===== config.mk =====
export PLATFORM = sky130hd
export DESIGN_NAME = mscb_bank
export DESIGN_NICKNAME = d
export VERILOG_FILES = /design/src/include/mscb_pkg.sv /design/src/logic/mscb_bank.sv
export SDC_FILE = /design/constraint.sdc
export NUM_CORES = 1
export LEC_CHECK = 0
export CORE_MARGIN = 2
export CORE_UTILIZATION = 60
export DETAILED_ROUTE_END_ITERATION = 8
export DONT_BUFFER_PORTS = 1
export PLACE_DENSITY = 0.83
export SYNTH_ARGS = -nofsm -noshare
export SYNTH_HDL_FRONTEND = slang
export SYNTH_SLANG_ARGS = --single-unit

===== constraint.sdc =====
create_clock -name clock -period 9.4 [get_ports clock]
set_clock_uncertainty 0.15 [all_clocks]
set_input_delay 0.94 -clock clock [delete_from_list [all_inputs] [get_ports clock]]
set_output_delay 0.94 -clock clock [all_outputs]
set_load 0.03 [all_outputs]

===== src/include/mscb_pkg.sv =====
// Purpose: Constants and types for the mode 1 and mode 2 settings bank
// Assumes: 10 MHz clock, byte-wide register port behind the serial target
// Notes:   Bank words sit at consecutive byte addresses from the base
package mscb_pkg;
   localparam logic [7:0] BANK_BASE     = 8'h27;
   localparam int         BANK_WORDS    = 7;
   localparam logic [7:0] ADDR_M1_BTN   = 8'h27;
   localparam logic [7:0] ADDR_M1_RAILS = 8'h28;
   localparam logic [7:0] ADDR_M1_WDOG  = 8'h29;
   localparam logic [7:0] ADDR_M2_SHIP  = 8'h2a;
   localparam logic [7:0] ADDR_M2_BTN   = 8'h2b;
   localparam logic [7:0] ADDR_M2_RAILS = 8'h2c;
   localparam logic [7:0] ADDR_M2_WDOG  = 8'h2d;
   localparam logic [7:0] ADDR_RST_MON  = 8'h71;
   localparam int         WD_FLAG_BIT   = 1;

   // Reset values in bank order, base address first
   localparam logic [7:0] RST_BANK [BANK_WORDS] = '{8'h4c, 8'h4f, 8'h0c, 8'h1c, 8'h4c, 8'h4f, 8'h0c};

   localparam logic [1:0] MODE_ZERO = 2'h0;
   localparam logic [1:0] MODE_ONE  = 2'h1;
   localparam logic [1:0] MODE_TWO  = 2'h2;
   localparam logic [1:0] WD_OFF    = 2'h0;

   localparam longint CLK_HZ         = 64'd10_000_000;
   localparam longint WD_BASE_S      = 64'd16;
   localparam longint WD_BASE_CYCLES = WD_BASE_S * CLK_HZ;

   // Voltage code mapping, millivolts
   localparam logic [11:0] MV_STEP        = 12'd25;
   localparam logic [11:0] CORE_BASE_MV   = 12'd500;
   localparam logic [11:0] CORE_TOP_MV    = 12'd1500;
   localparam logic [11:0] CORE_FIXED_MV  = 12'd1800;
   localparam logic [5:0]  CORE_TOP_CODE  = 6'h28;
   localparam logic [5:0]  CORE_FIXED     = 6'h3f;
   localparam logic [11:0] SYS_BASE_MV    = 12'd1500;
   localparam logic [11:0] SYS_TOP_MV     = 12'd2100;
   localparam logic [4:0]  SYS_TOP_CODE   = 5'h18;
   localparam logic [11:0] OFFSET_MV      = 12'd1200;
   localparam logic [11:0] AO_BASE_MV     = 12'd1700;
   localparam logic [11:0] AO_TOP_MV      = 12'd1900;
   localparam logic [3:0]  AO_TOP_CODE    = 4'h8;

   // One mode's settings, four bytes, part 0 in the top byte
   typedef struct packed {
      logic       ship;
      logic       pin_select;
      logic [5:0] core_buck_code;
      logic       rsvd;
      logic       button_stay;
      logic       system_buck_offset;
      logic [4:0] system_buck_code;
      logic [3:0] always_on_code;
      logic       core_buck_on;
      logic       system_buck_on;
      logic       always_on_on;
      logic       system_linear_on;
      logic [1:0] watchdog_period;
      logic       system_linear_offset;
      logic [4:0] system_linear_code;
   } mscb_cfg_t;

   typedef struct packed {
      logic [11:0] core_buck;
      logic [11:0] system_buck;
      logic [11:0] always_on;
      logic [11:0] system_linear;
   } mscb_mv_t;
endpackage


===== src/logic/mscb_bank.sv =====
// Purpose: Mode 1 and mode 2 settings bank, mode tracking and watchdog
// Assumes: Power button pin already debounced; pins are asynchronous
// Notes:   Mode 0 and 3 settings and mode 1 part 0 arrive from other banks
`timescale 1ns/1ps

// How it works
// Button fall with action 0 returns mode 0
// Button fall with action 1 keeps mode
// System buck adds 1.2 V when offset set
// System buck code 1.5-2.1 V, saturating
// Always-on code 1.7-1.9 V, saturating
// Four rail enables per mode
// Watchdog field: off, 16, 32, 64 s
// System linear adds 1.2 V when offset set
// System linear code maps like system buck
// Active ship bit drives ship mode
// Pin select 0: register bits choose mode
// Pin select 1: pins choose mode
// Core buck 0.5-1.5 V, top code 1.8 V
// Watchdog expiry resets, sets write-1-clear flag
// Only active mode copy drives outputs
// All bank bits read/write, reset to defaults
module mscb_bank #(
   parameter longint WD_CYCLES = mscb_pkg::WD_BASE_CYCLES
) (
   input  wire logic              clock,
   input  wire logic              rst_n,
   input  wire logic              reg_wr,
   input  wire logic              reg_rd,
   input  wire logic [7:0]        reg_addr,
   input  wire logic [7:0]        reg_wdata,
   output logic      [7:0]        reg_rdata,
   input  wire logic [7:0]        mode1_part0,
   input  wire mscb_pkg::mscb_cfg_t outer_cfg,
   input  wire logic              mode_pin_a,
   input  wire logic              mode_pin_b,
   input  wire logic              mode_reg_bit_a,
   input  wire logic              mode_reg_bit_b,
   input  wire logic              power_button,
   input  wire logic              wd_kick,
   output logic      [1:0]        active_mode,
   output mscb_pkg::mscb_cfg_t    active_cfg,
   output mscb_pkg::mscb_mv_t     rail_mv,
   output logic                   ship_mode,
   output logic                   sys_reset,
   output logic                   watchdog_reset_flag
);
   // Refused at elaboration: the 32-bit counter must hold four base periods
   if (WD_CYCLES < 1 || WD_CYCLES * 4 > 64'hffff_ffff) begin : g_bad_wd
      $error("WD_CYCLES out of range");
   end

   localparam logic [31:0] WD_PERIOD = 32'(WD_CYCLES);

   logic [7:0]          bank_q [mscb_pkg::BANK_WORDS];
   logic [7:0]          bank_d [mscb_pkg::BANK_WORDS];
   logic [7:0]          rdata_q, rdata_d;
   logic [2:0]          sync1_q, sync2_q;
   logic                btn_prev_q;
   logic [1:0]          mode_q, mode_d, req, req_prev_q;
   logic [31:0]         wd_cnt_q, wd_cnt_d, wd_limit;
   logic [1:0]          wd_sel_q;
   logic                fire_q, fire_d, flag_q, flag_d;
   logic                in_bank, fall, flag_clear;
   logic [7:0]          idx;
   mscb_pkg::mscb_cfg_t cfg1, cfg2, act, act_q;
   mscb_pkg::mscb_mv_t  mv_d, mv_q;

   function automatic logic [11:0] core_mv(input logic [5:0] c);
      if (c == mscb_pkg::CORE_FIXED) core_mv = mscb_pkg::CORE_FIXED_MV;
      else if (c > mscb_pkg::CORE_TOP_CODE) core_mv = mscb_pkg::CORE_TOP_MV;
      else core_mv = 12'(mscb_pkg::CORE_BASE_MV + {6'h00, c} * mscb_pkg::MV_STEP);
   endfunction

   // Shared by system buck and system linear
   function automatic logic [11:0] sys_mv(input logic [4:0] c, input logic off);
      logic [11:0] base;
      base = (c > mscb_pkg::SYS_TOP_CODE) ? mscb_pkg::SYS_TOP_MV
           : 12'(mscb_pkg::SYS_BASE_MV + {7'h00, c} * mscb_pkg::MV_STEP);
      sys_mv = off ? 12'(base + mscb_pkg::OFFSET_MV) : base;
   endfunction

   function automatic logic [11:0] ao_mv(input logic [3:0] c);
      ao_mv = (c > mscb_pkg::AO_TOP_CODE) ? mscb_pkg::AO_TOP_MV
            : 12'(mscb_pkg::AO_BASE_MV + {8'h00, c} * mscb_pkg::MV_STEP);
   endfunction

   // Register port
   assign idx        = reg_addr - mscb_pkg::BANK_BASE;
   assign in_bank    = (reg_addr >= mscb_pkg::BANK_BASE) && (idx < 8'(mscb_pkg::BANK_WORDS));
   assign flag_clear = reg_wr && (reg_addr == mscb_pkg::ADDR_RST_MON) && reg_wdata[mscb_pkg::WD_FLAG_BIT];

   always_comb begin
      for (int i = 0; i < mscb_pkg::BANK_WORDS; i++) begin
         bank_d[i] = bank_q[i];
      end
      if (reg_wr && in_bank) begin
         bank_d[idx[2:0]] = reg_wdata;
      end
      rdata_d = rdata_q;
      if (reg_rd) begin
         rdata_d = 8'h00;
         if (in_bank) begin
            rdata_d = bank_q[idx[2:0]];
         end else if (reg_addr == mscb_pkg::ADDR_RST_MON) begin
            rdata_d[mscb_pkg::WD_FLAG_BIT] = flag_q;
         end
      end
   end

   always_ff @(posedge clock) begin
      if (!rst_n) begin
         for (int i = 0; i < mscb_pkg::BANK_WORDS; i++) begin
            bank_q[i] <= mscb_pkg::RST_BANK[i];
         end
         rdata_q <= 8'h00;
      end else begin
         bank_q  <= bank_d;
         rdata_q <= rdata_d;
      end
   end

   assign reg_rdata = rdata_q;

   // Active copy selection; other modes stored but idle
   assign cfg1 = mscb_pkg::mscb_cfg_t'({mode1_part0, bank_q[0], bank_q[1], bank_q[2]});
   assign cfg2 = mscb_pkg::mscb_cfg_t'({bank_q[3], bank_q[4], bank_q[5], bank_q[6]});

   always_comb begin
      case (mode_q)
         mscb_pkg::MODE_ONE: act = cfg1;
         mscb_pkg::MODE_TWO: act = cfg2;
         default:            act = outer_cfg;
      endcase
   end

   // Pins and button pass two flops before use
   always_ff @(posedge clock) begin
      if (!rst_n) begin
         sync1_q    <= 3'h4;
         sync2_q    <= 3'h4;
         btn_prev_q <= 1'b1;
      end else begin
         sync1_q    <= {power_button, mode_pin_b, mode_pin_a};
         sync2_q    <= sync1_q;
         btn_prev_q <= sync2_q[2];
      end
   end

   assign fall = btn_prev_q & ~sync2_q[2];
   assign req  = act.pin_select ? sync2_q[1:0]
                                : {mode_reg_bit_b, mode_reg_bit_a};

   // Only a change of the request moves the mode, so a button return sticks
   always_comb begin
      mode_d = mode_q;
      if (req != req_prev_q) begin
         mode_d = req;
      end
      if (fall && !act.button_stay) begin
         mode_d = mscb_pkg::MODE_ZERO;
      end
   end

   always_ff @(posedge clock) begin
      if (!rst_n) begin
         mode_q     <= mscb_pkg::MODE_ZERO;
         req_prev_q <= mscb_pkg::MODE_ZERO;
      end else begin
         mode_q     <= mode_d;
         req_prev_q <= req;
      end
   end

   // Watchdog; expiry leaves the bank untouched
   always_comb begin
      unique case (act.watchdog_period)
         2'h1:    wd_limit = WD_PERIOD;
         2'h2:    wd_limit = WD_PERIOD << 1;
         2'h3:    wd_limit = WD_PERIOD << 2;
         default: wd_limit = 32'h0000_0000;
      endcase
      fire_d   = 1'b0;
      wd_cnt_d = wd_cnt_q + 32'h0000_0001;
      if (act.watchdog_period == mscb_pkg::WD_OFF || wd_kick || act.watchdog_period != wd_sel_q) begin
         wd_cnt_d = 32'h0000_0000;
      end else if (wd_cnt_q >= wd_limit - 32'h0000_0001) begin
         wd_cnt_d = 32'h0000_0000;
         fire_d   = 1'b1;
      end
      flag_d = flag_q;
      if (flag_clear) begin
         flag_d = 1'b0;
      end
      if (fire_q) begin
         flag_d = 1'b1;
      end
   end

   always_ff @(posedge clock) begin
      if (!rst_n) begin
         wd_cnt_q <= 32'h0000_0000;
         wd_sel_q <= mscb_pkg::WD_OFF;
         fire_q   <= 1'b0;
         flag_q   <= 1'b0;
      end else begin
         wd_cnt_q <= wd_cnt_d;
         wd_sel_q <= act.watchdog_period;
         fire_q   <= fire_d;
         flag_q   <= flag_d;
      end
   end

   // Registered outputs cost a cycle but keep the analog side glitch free
   always_comb begin
      mv_d.core_buck     = core_mv(act.core_buck_code);
      mv_d.system_buck   = sys_mv(act.system_buck_code, act.system_buck_offset);
      mv_d.always_on     = ao_mv(act.always_on_code);
      mv_d.system_linear = sys_mv(act.system_linear_code, act.system_linear_offset);
   end

   always_ff @(posedge clock) begin
      if (!rst_n) begin
         mv_q  <= '0;
         act_q <= '0;
      end else begin
         mv_q  <= mv_d;
         act_q <= act;
      end
   end

   assign active_mode         = mode_q;
   assign active_cfg          = act_q;
   assign rail_mv             = mv_q;
   assign ship_mode           = act_q.ship;
   assign sys_reset           = fire_q;
   assign watchdog_reset_flag = flag_q;

   property p_btn_zero;
      @(posedge clock) disable iff (!rst_n) fall && !act.button_stay |=> mode_q == mscb_pkg::MODE_ZERO;
   endproperty
   a_btn_zero: assert property (p_btn_zero) else $error("button did not return mode 0");

   property p_btn_stay;
      @(posedge clock) disable iff (!rst_n) fall && act.button_stay && req == req_prev_q |=> $stable(mode_q);
   endproperty
   a_btn_stay: assert property (p_btn_stay) else $error("button moved mode");

   property p_sys_sat;
      @(posedge clock) disable iff (!rst_n) act.system_buck_code > mscb_pkg::SYS_TOP_CODE
         |=> rail_mv.system_buck == ($past(act.system_buck_offset) ? 12'd3300 : 12'd2100);
   endproperty
   a_sys_sat: assert property (p_sys_sat) else $error("system buck saturation wrong");

   property p_core_top;
      @(posedge clock) disable iff (!rst_n) act.core_buck_code == 6'h3f |=> rail_mv.core_buck == 12'd1800;
   endproperty
   a_core_top: assert property (p_core_top) else $error("core buck top code wrong");

   property p_ao_sat;
      @(posedge clock) disable iff (!rst_n) act.always_on_code > 4'h8 |=> rail_mv.always_on == 12'd1900;
   endproperty
   a_ao_sat: assert property (p_ao_sat) else $error("always-on saturation wrong");

   property p_sl_off;
      @(posedge clock) disable iff (!rst_n) act.system_linear_code == 5'h00 && act.system_linear_offset
         |=> rail_mv.system_linear == 12'd2700;
   endproperty
   a_sl_off: assert property (p_sl_off) else $error("system linear offset wrong");

   property p_ship;
      @(posedge clock) disable iff (!rst_n) act.ship |=> ship_mode;
   endproperty
   a_ship: assert property (p_ship) else $error("ship mode not entered");

   property p_reg_sel;
      @(posedge clock) disable iff (!rst_n) !act.pin_select && !fall && {mode_reg_bit_b, mode_reg_bit_a} == req_prev_q
         |=> $stable(mode_q);
   endproperty
   a_reg_sel: assert property (p_reg_sel) else $error("pins used while register select");

   property p_pin_sel;
      @(posedge clock) disable iff (!rst_n) act.pin_select && !fall && req != req_prev_q |=> mode_q == $past(sync2_q[1:0]);
   endproperty
   a_pin_sel: assert property (p_pin_sel) else $error("pins ignored while pin select");

   property p_wd_flag;
      @(posedge clock) disable iff (!rst_n) fire_d |=> sys_reset ##1 watchdog_reset_flag;
   endproperty
   a_wd_flag: assert property (p_wd_flag) else $error("watchdog expiry not flagged");

   property p_wd_off;
      @(posedge clock) disable iff (!rst_n) act.watchdog_period == 2'h0 |=> wd_cnt_q == 32'h0000_0000 && !sys_reset;
   endproperty
   a_wd_off: assert property (p_wd_off) else $error("watchdog ran while off");

   property p_mode2_copy;
      @(posedge clock) disable iff (!rst_n) mode_q == 2'h2 |=> active_cfg == $past(cfg2);
   endproperty
   a_mode2_copy: assert property (p_mode2_copy) else $error("wrong copy drives outputs");

   property p_write;
      @(posedge clock) disable iff (!rst_n) reg_wr && reg_addr == 8'h2d |=> bank_q[6] == $past(reg_wdata);
   endproperty
   a_write: assert property (p_write) else $error("bank write lost");

   c_btn_return: cover property (@(posedge clock) disable iff (!rst_n) mode_q != 2'h0 ##1 mode_q == 2'h0 && $past(fall));
   c_wd_fire:    cover property (@(posedge clock) disable iff (!rst_n) sys_reset);
   c_mode2:      cover property (@(posedge clock) disable iff (!rst_n) mode_q == 2'h2 && act.pin_select);
endmodule // mscb_bank


==> flow_summary.json <==
{
  "status": "complete, no violations",
  "hold_buffers": 0,
  "clkLatencyLatePin_ns": 0.43,
  "synth_nets": 1350,
  "drive_gt1_share_pct": 4.77,
  "cts_resized": 0,
  "end_kind": "register",
  "core-area_um2": 17100,
  "setup_viol": 0,
  "slowest_stage": "a2111oi_0",
  "clock_path_buffers": 2,
  "dpl.hpwl_um": 18100,
  "grt_pass1_vias": 7933,
  "synth_area_leaders": "dfxtp_1 (36%), ha_1 (15%), nor2_1 (5.7%)",
  "async_flop_share_pct": 0,
  "rrSetupSlack_ns": 3.97,
  "antenna_found_initial": 0,
  "place.gp.congestion": 0.908,
  "path_clk_slew_ns": 0.07,
  "synth_edf_count": 0,
  "finalHoldViolCount": 0,
  "maxSlewViolCount": 0,
  "cts.sinks": 189,
  "grt_pass1_wl_um": 40300,
  "area_delta_synth_final_pct": 6.51,
  "crit_fanout": 43,
  "fin_tns_setup_ns": 0,
  "slew_headroom_pct": 34.1,
  "start_util_pct": 60.7,
  "cp_cell_sequence": "inv_1 -> ha_1 -> buf_4 -> inv_2 -> o21ai_1 -> inv_1 -> ha_1 -> ha_1 -> ha_1 -> inv_1 -> fa_1 -> nand2b_1 -> a2111oi_0 -> o21a_1 -> o21ai_1 -> o32ai_1 -> mux2i_1",
  "vias": 8239,
  "placementRows": 48,
  "rr_endpoint": "rail_mv[35]",
  "rr_worst_depth": 17,
  "cpPeakStageDelay_ns": 0.55,
  "crit_end": "rail_mv[35]",
  "yosysWarningCount": 0,
  "synth_seq_cells": 189,
  "drt_iter0_markers": 712,
  "grt_usage_pct": 27.8,
  "synthCells": 1148,
  "final.period_utilization_pct": 57.8,
  "cp-start-kind": "register",
  "synth_area_um2": 10400,
  "cts_buffers": 17,
  "finalWirelength_um": 25200,
  "hp-class": "register to register",
  "ys_types": 67,
  "synthFlopType": "dfxtp_1",
  "htreeDepth": 4,
  "crit_arrival_ns": 5.65,
  "post_drt_wl_per_cell_um": 18.5,
  "fin_nets": 1322,
  "yosysSeqAreaShare_pct": 36.4,
  "netlist.area_leader.share_pct": 36.4,
  "grt_max_degree": 71,
  "critical-path-top-delay-family": "adder cells",
  "fmax_mhz": 184,
  "ant_nets": 0,
  "overflow": 0,
  "cap_viol_max_count": 0,
  "route.detailed.drc": 0,
  "dieWidth_um": 136,
  "path_class": "register to register",
  "cp.depth": 17,
  "rsz0062_at_grt": "no",
  "ios": 159,
  "crit_top_cell": "ha_1",
  "io_buffer_count": 0,
  "cts-root-buf": "clkbuf_16",
  "critPathRequiredTime_ns": 9.62,
  "yosysTopAreaCell": "dfxtp_1",
  "final.min_clock_period_ns": 5.43,
  "syn_area_per_cell_um2": 9.05,
  "yosysMostFrequentCell": "dfxtp_1",
  "synth_common_cells": "dfxtp_1 (189), nor2_1 (157), ha_1 (127)",
  "fp.dieArea_um2": 18400,
  "vias_per_cell": 6.07,
  "drt_first_pass_iters": 5,
  "fp.dieH_um": 136,
  "r2r_start": "active_mode[0]",
  "postCtsSetupBuffers": 0,
  "utilization_pct": 64.6,
  "startpoint": "active_mode[0]",
  "crit_buf_inv": 5,
  "antennaDiodeCount": 0,
  "cts_tree": "yes",
  "tightest_slew_ns": 0.988
}
[worst min-delay path by stage]
stage | start | slack, ns | endpoint | cells past startpoint
after floorplan | sync1_q[2] | 0.24 | sync2_q[2] | 1
after global placement | sync1_q[2] | 0.25 | sync2_q[2] | 1
after detailed placement | sync1_q[2] | 0.25 | sync2_q[2] | 1
after CTS | sync1_q[2] | 0.27 | sync2_q[2] | 1
after global routing | sync1_q[0] | 0.29 | sync2_q[0] | 1
final | sync1_q[2] | 0.27 | sync2_q[2] | 1
[flip-flops by register name, indices dropped and copies added, names as in the netlist, 2 cells and up]
| register | cells |
|---|---|
| bank_q | 56 |
| rail_mv | 48 |
| wd_cnt_q | 32 |
| active_cfg | 31 |
| reg_rdata | 8 |
| sync1_q | 3 |
| sync2_q | 3 |
| active_mode | 2 |
| req_prev_q | 2 |
[layer usage]
layer | share of wire (%) | track usage (%)
met1 | 41 | 34.4
met2 | 48 | 46.2
met3 | 8.1 | 7.18
met4 | 2.8 | 11.3
met5 | 0 | 0
[layout by cell type, fill, tap and decap left out, types with 4 or more instances in the layout]
master       n
ha_1       127
buf_4        8
o21a_1       4
a21oi_1     43
a31oi_1      5
dfxtp_1    189
fa_1         9
and4_1       6
nor3_1       9
mux2i_1     51
and2_1      10
nor2_1     157
inv_1       59
a211o_1      5
nand2_1     87
xnor2_1     31
nor4_1       5
o21ai_0     20
and3_1       9
a21o_1      11
nand4_1     17
a22oi_1     10
clkbuf_16   17
a221o_1     28
nor2b_1      5
inv_6        4
o21bai_1     8
nand3_1     31
nand2b_1    17
mux4_2       4
a211oi_1    13
o21ai_1     45
xor2_1      25
[layout make-up]
class,count,area (um^2)
timing repair buffer,8,60.1
fill,1366,6050
multi-input combinational,842,6130
sequential,189,3780
clock buffer,17,425
tap,225,282
inverter,62,233
clock inverter,15,150
[worst reg2reg max path, delay by kind of cell, from the launching register on]
family                   cells  cell delay, ns
buffers and inverters        5            1.05
flip-flops                   1            0.54
AO/OA/AOI/OAI                5            1.55
AND/OR/NAND/NOR              1            0.17
adder cells (fa/ha/maj)      5            1.68
multiplexers                 1            0.21
[per-stage QoR]
stage	setup slack, ns	std cells	area (um^2)	hold slack [ns]
2_1_floorplan	4.52	1148	10400	0.236
3_3_place_gp	4.16	1326	10500	0.251
3_5_place_dp	4.08	1326	10500	0.252
4_1_cts	4.04	1358	11100	0.269
5_1_grt	3.66	1358	11100	0.295
6_report	3.97	1358	11100	0.266
[kinds of logic after synthesis]
group,Yosys count,synth area share [%]
compound gates,225,14.7
xor+xnor,57,4.94
fa+ha+maj,136,17.0
buf+inv,117,4.57
flops,189,36.4
mux,59,6.22
simple gates,365,16.1
Power is left out: the tool's default activity adds up to more than one toggle a clock period on the data nets, which glitch-free logic cannot reach.
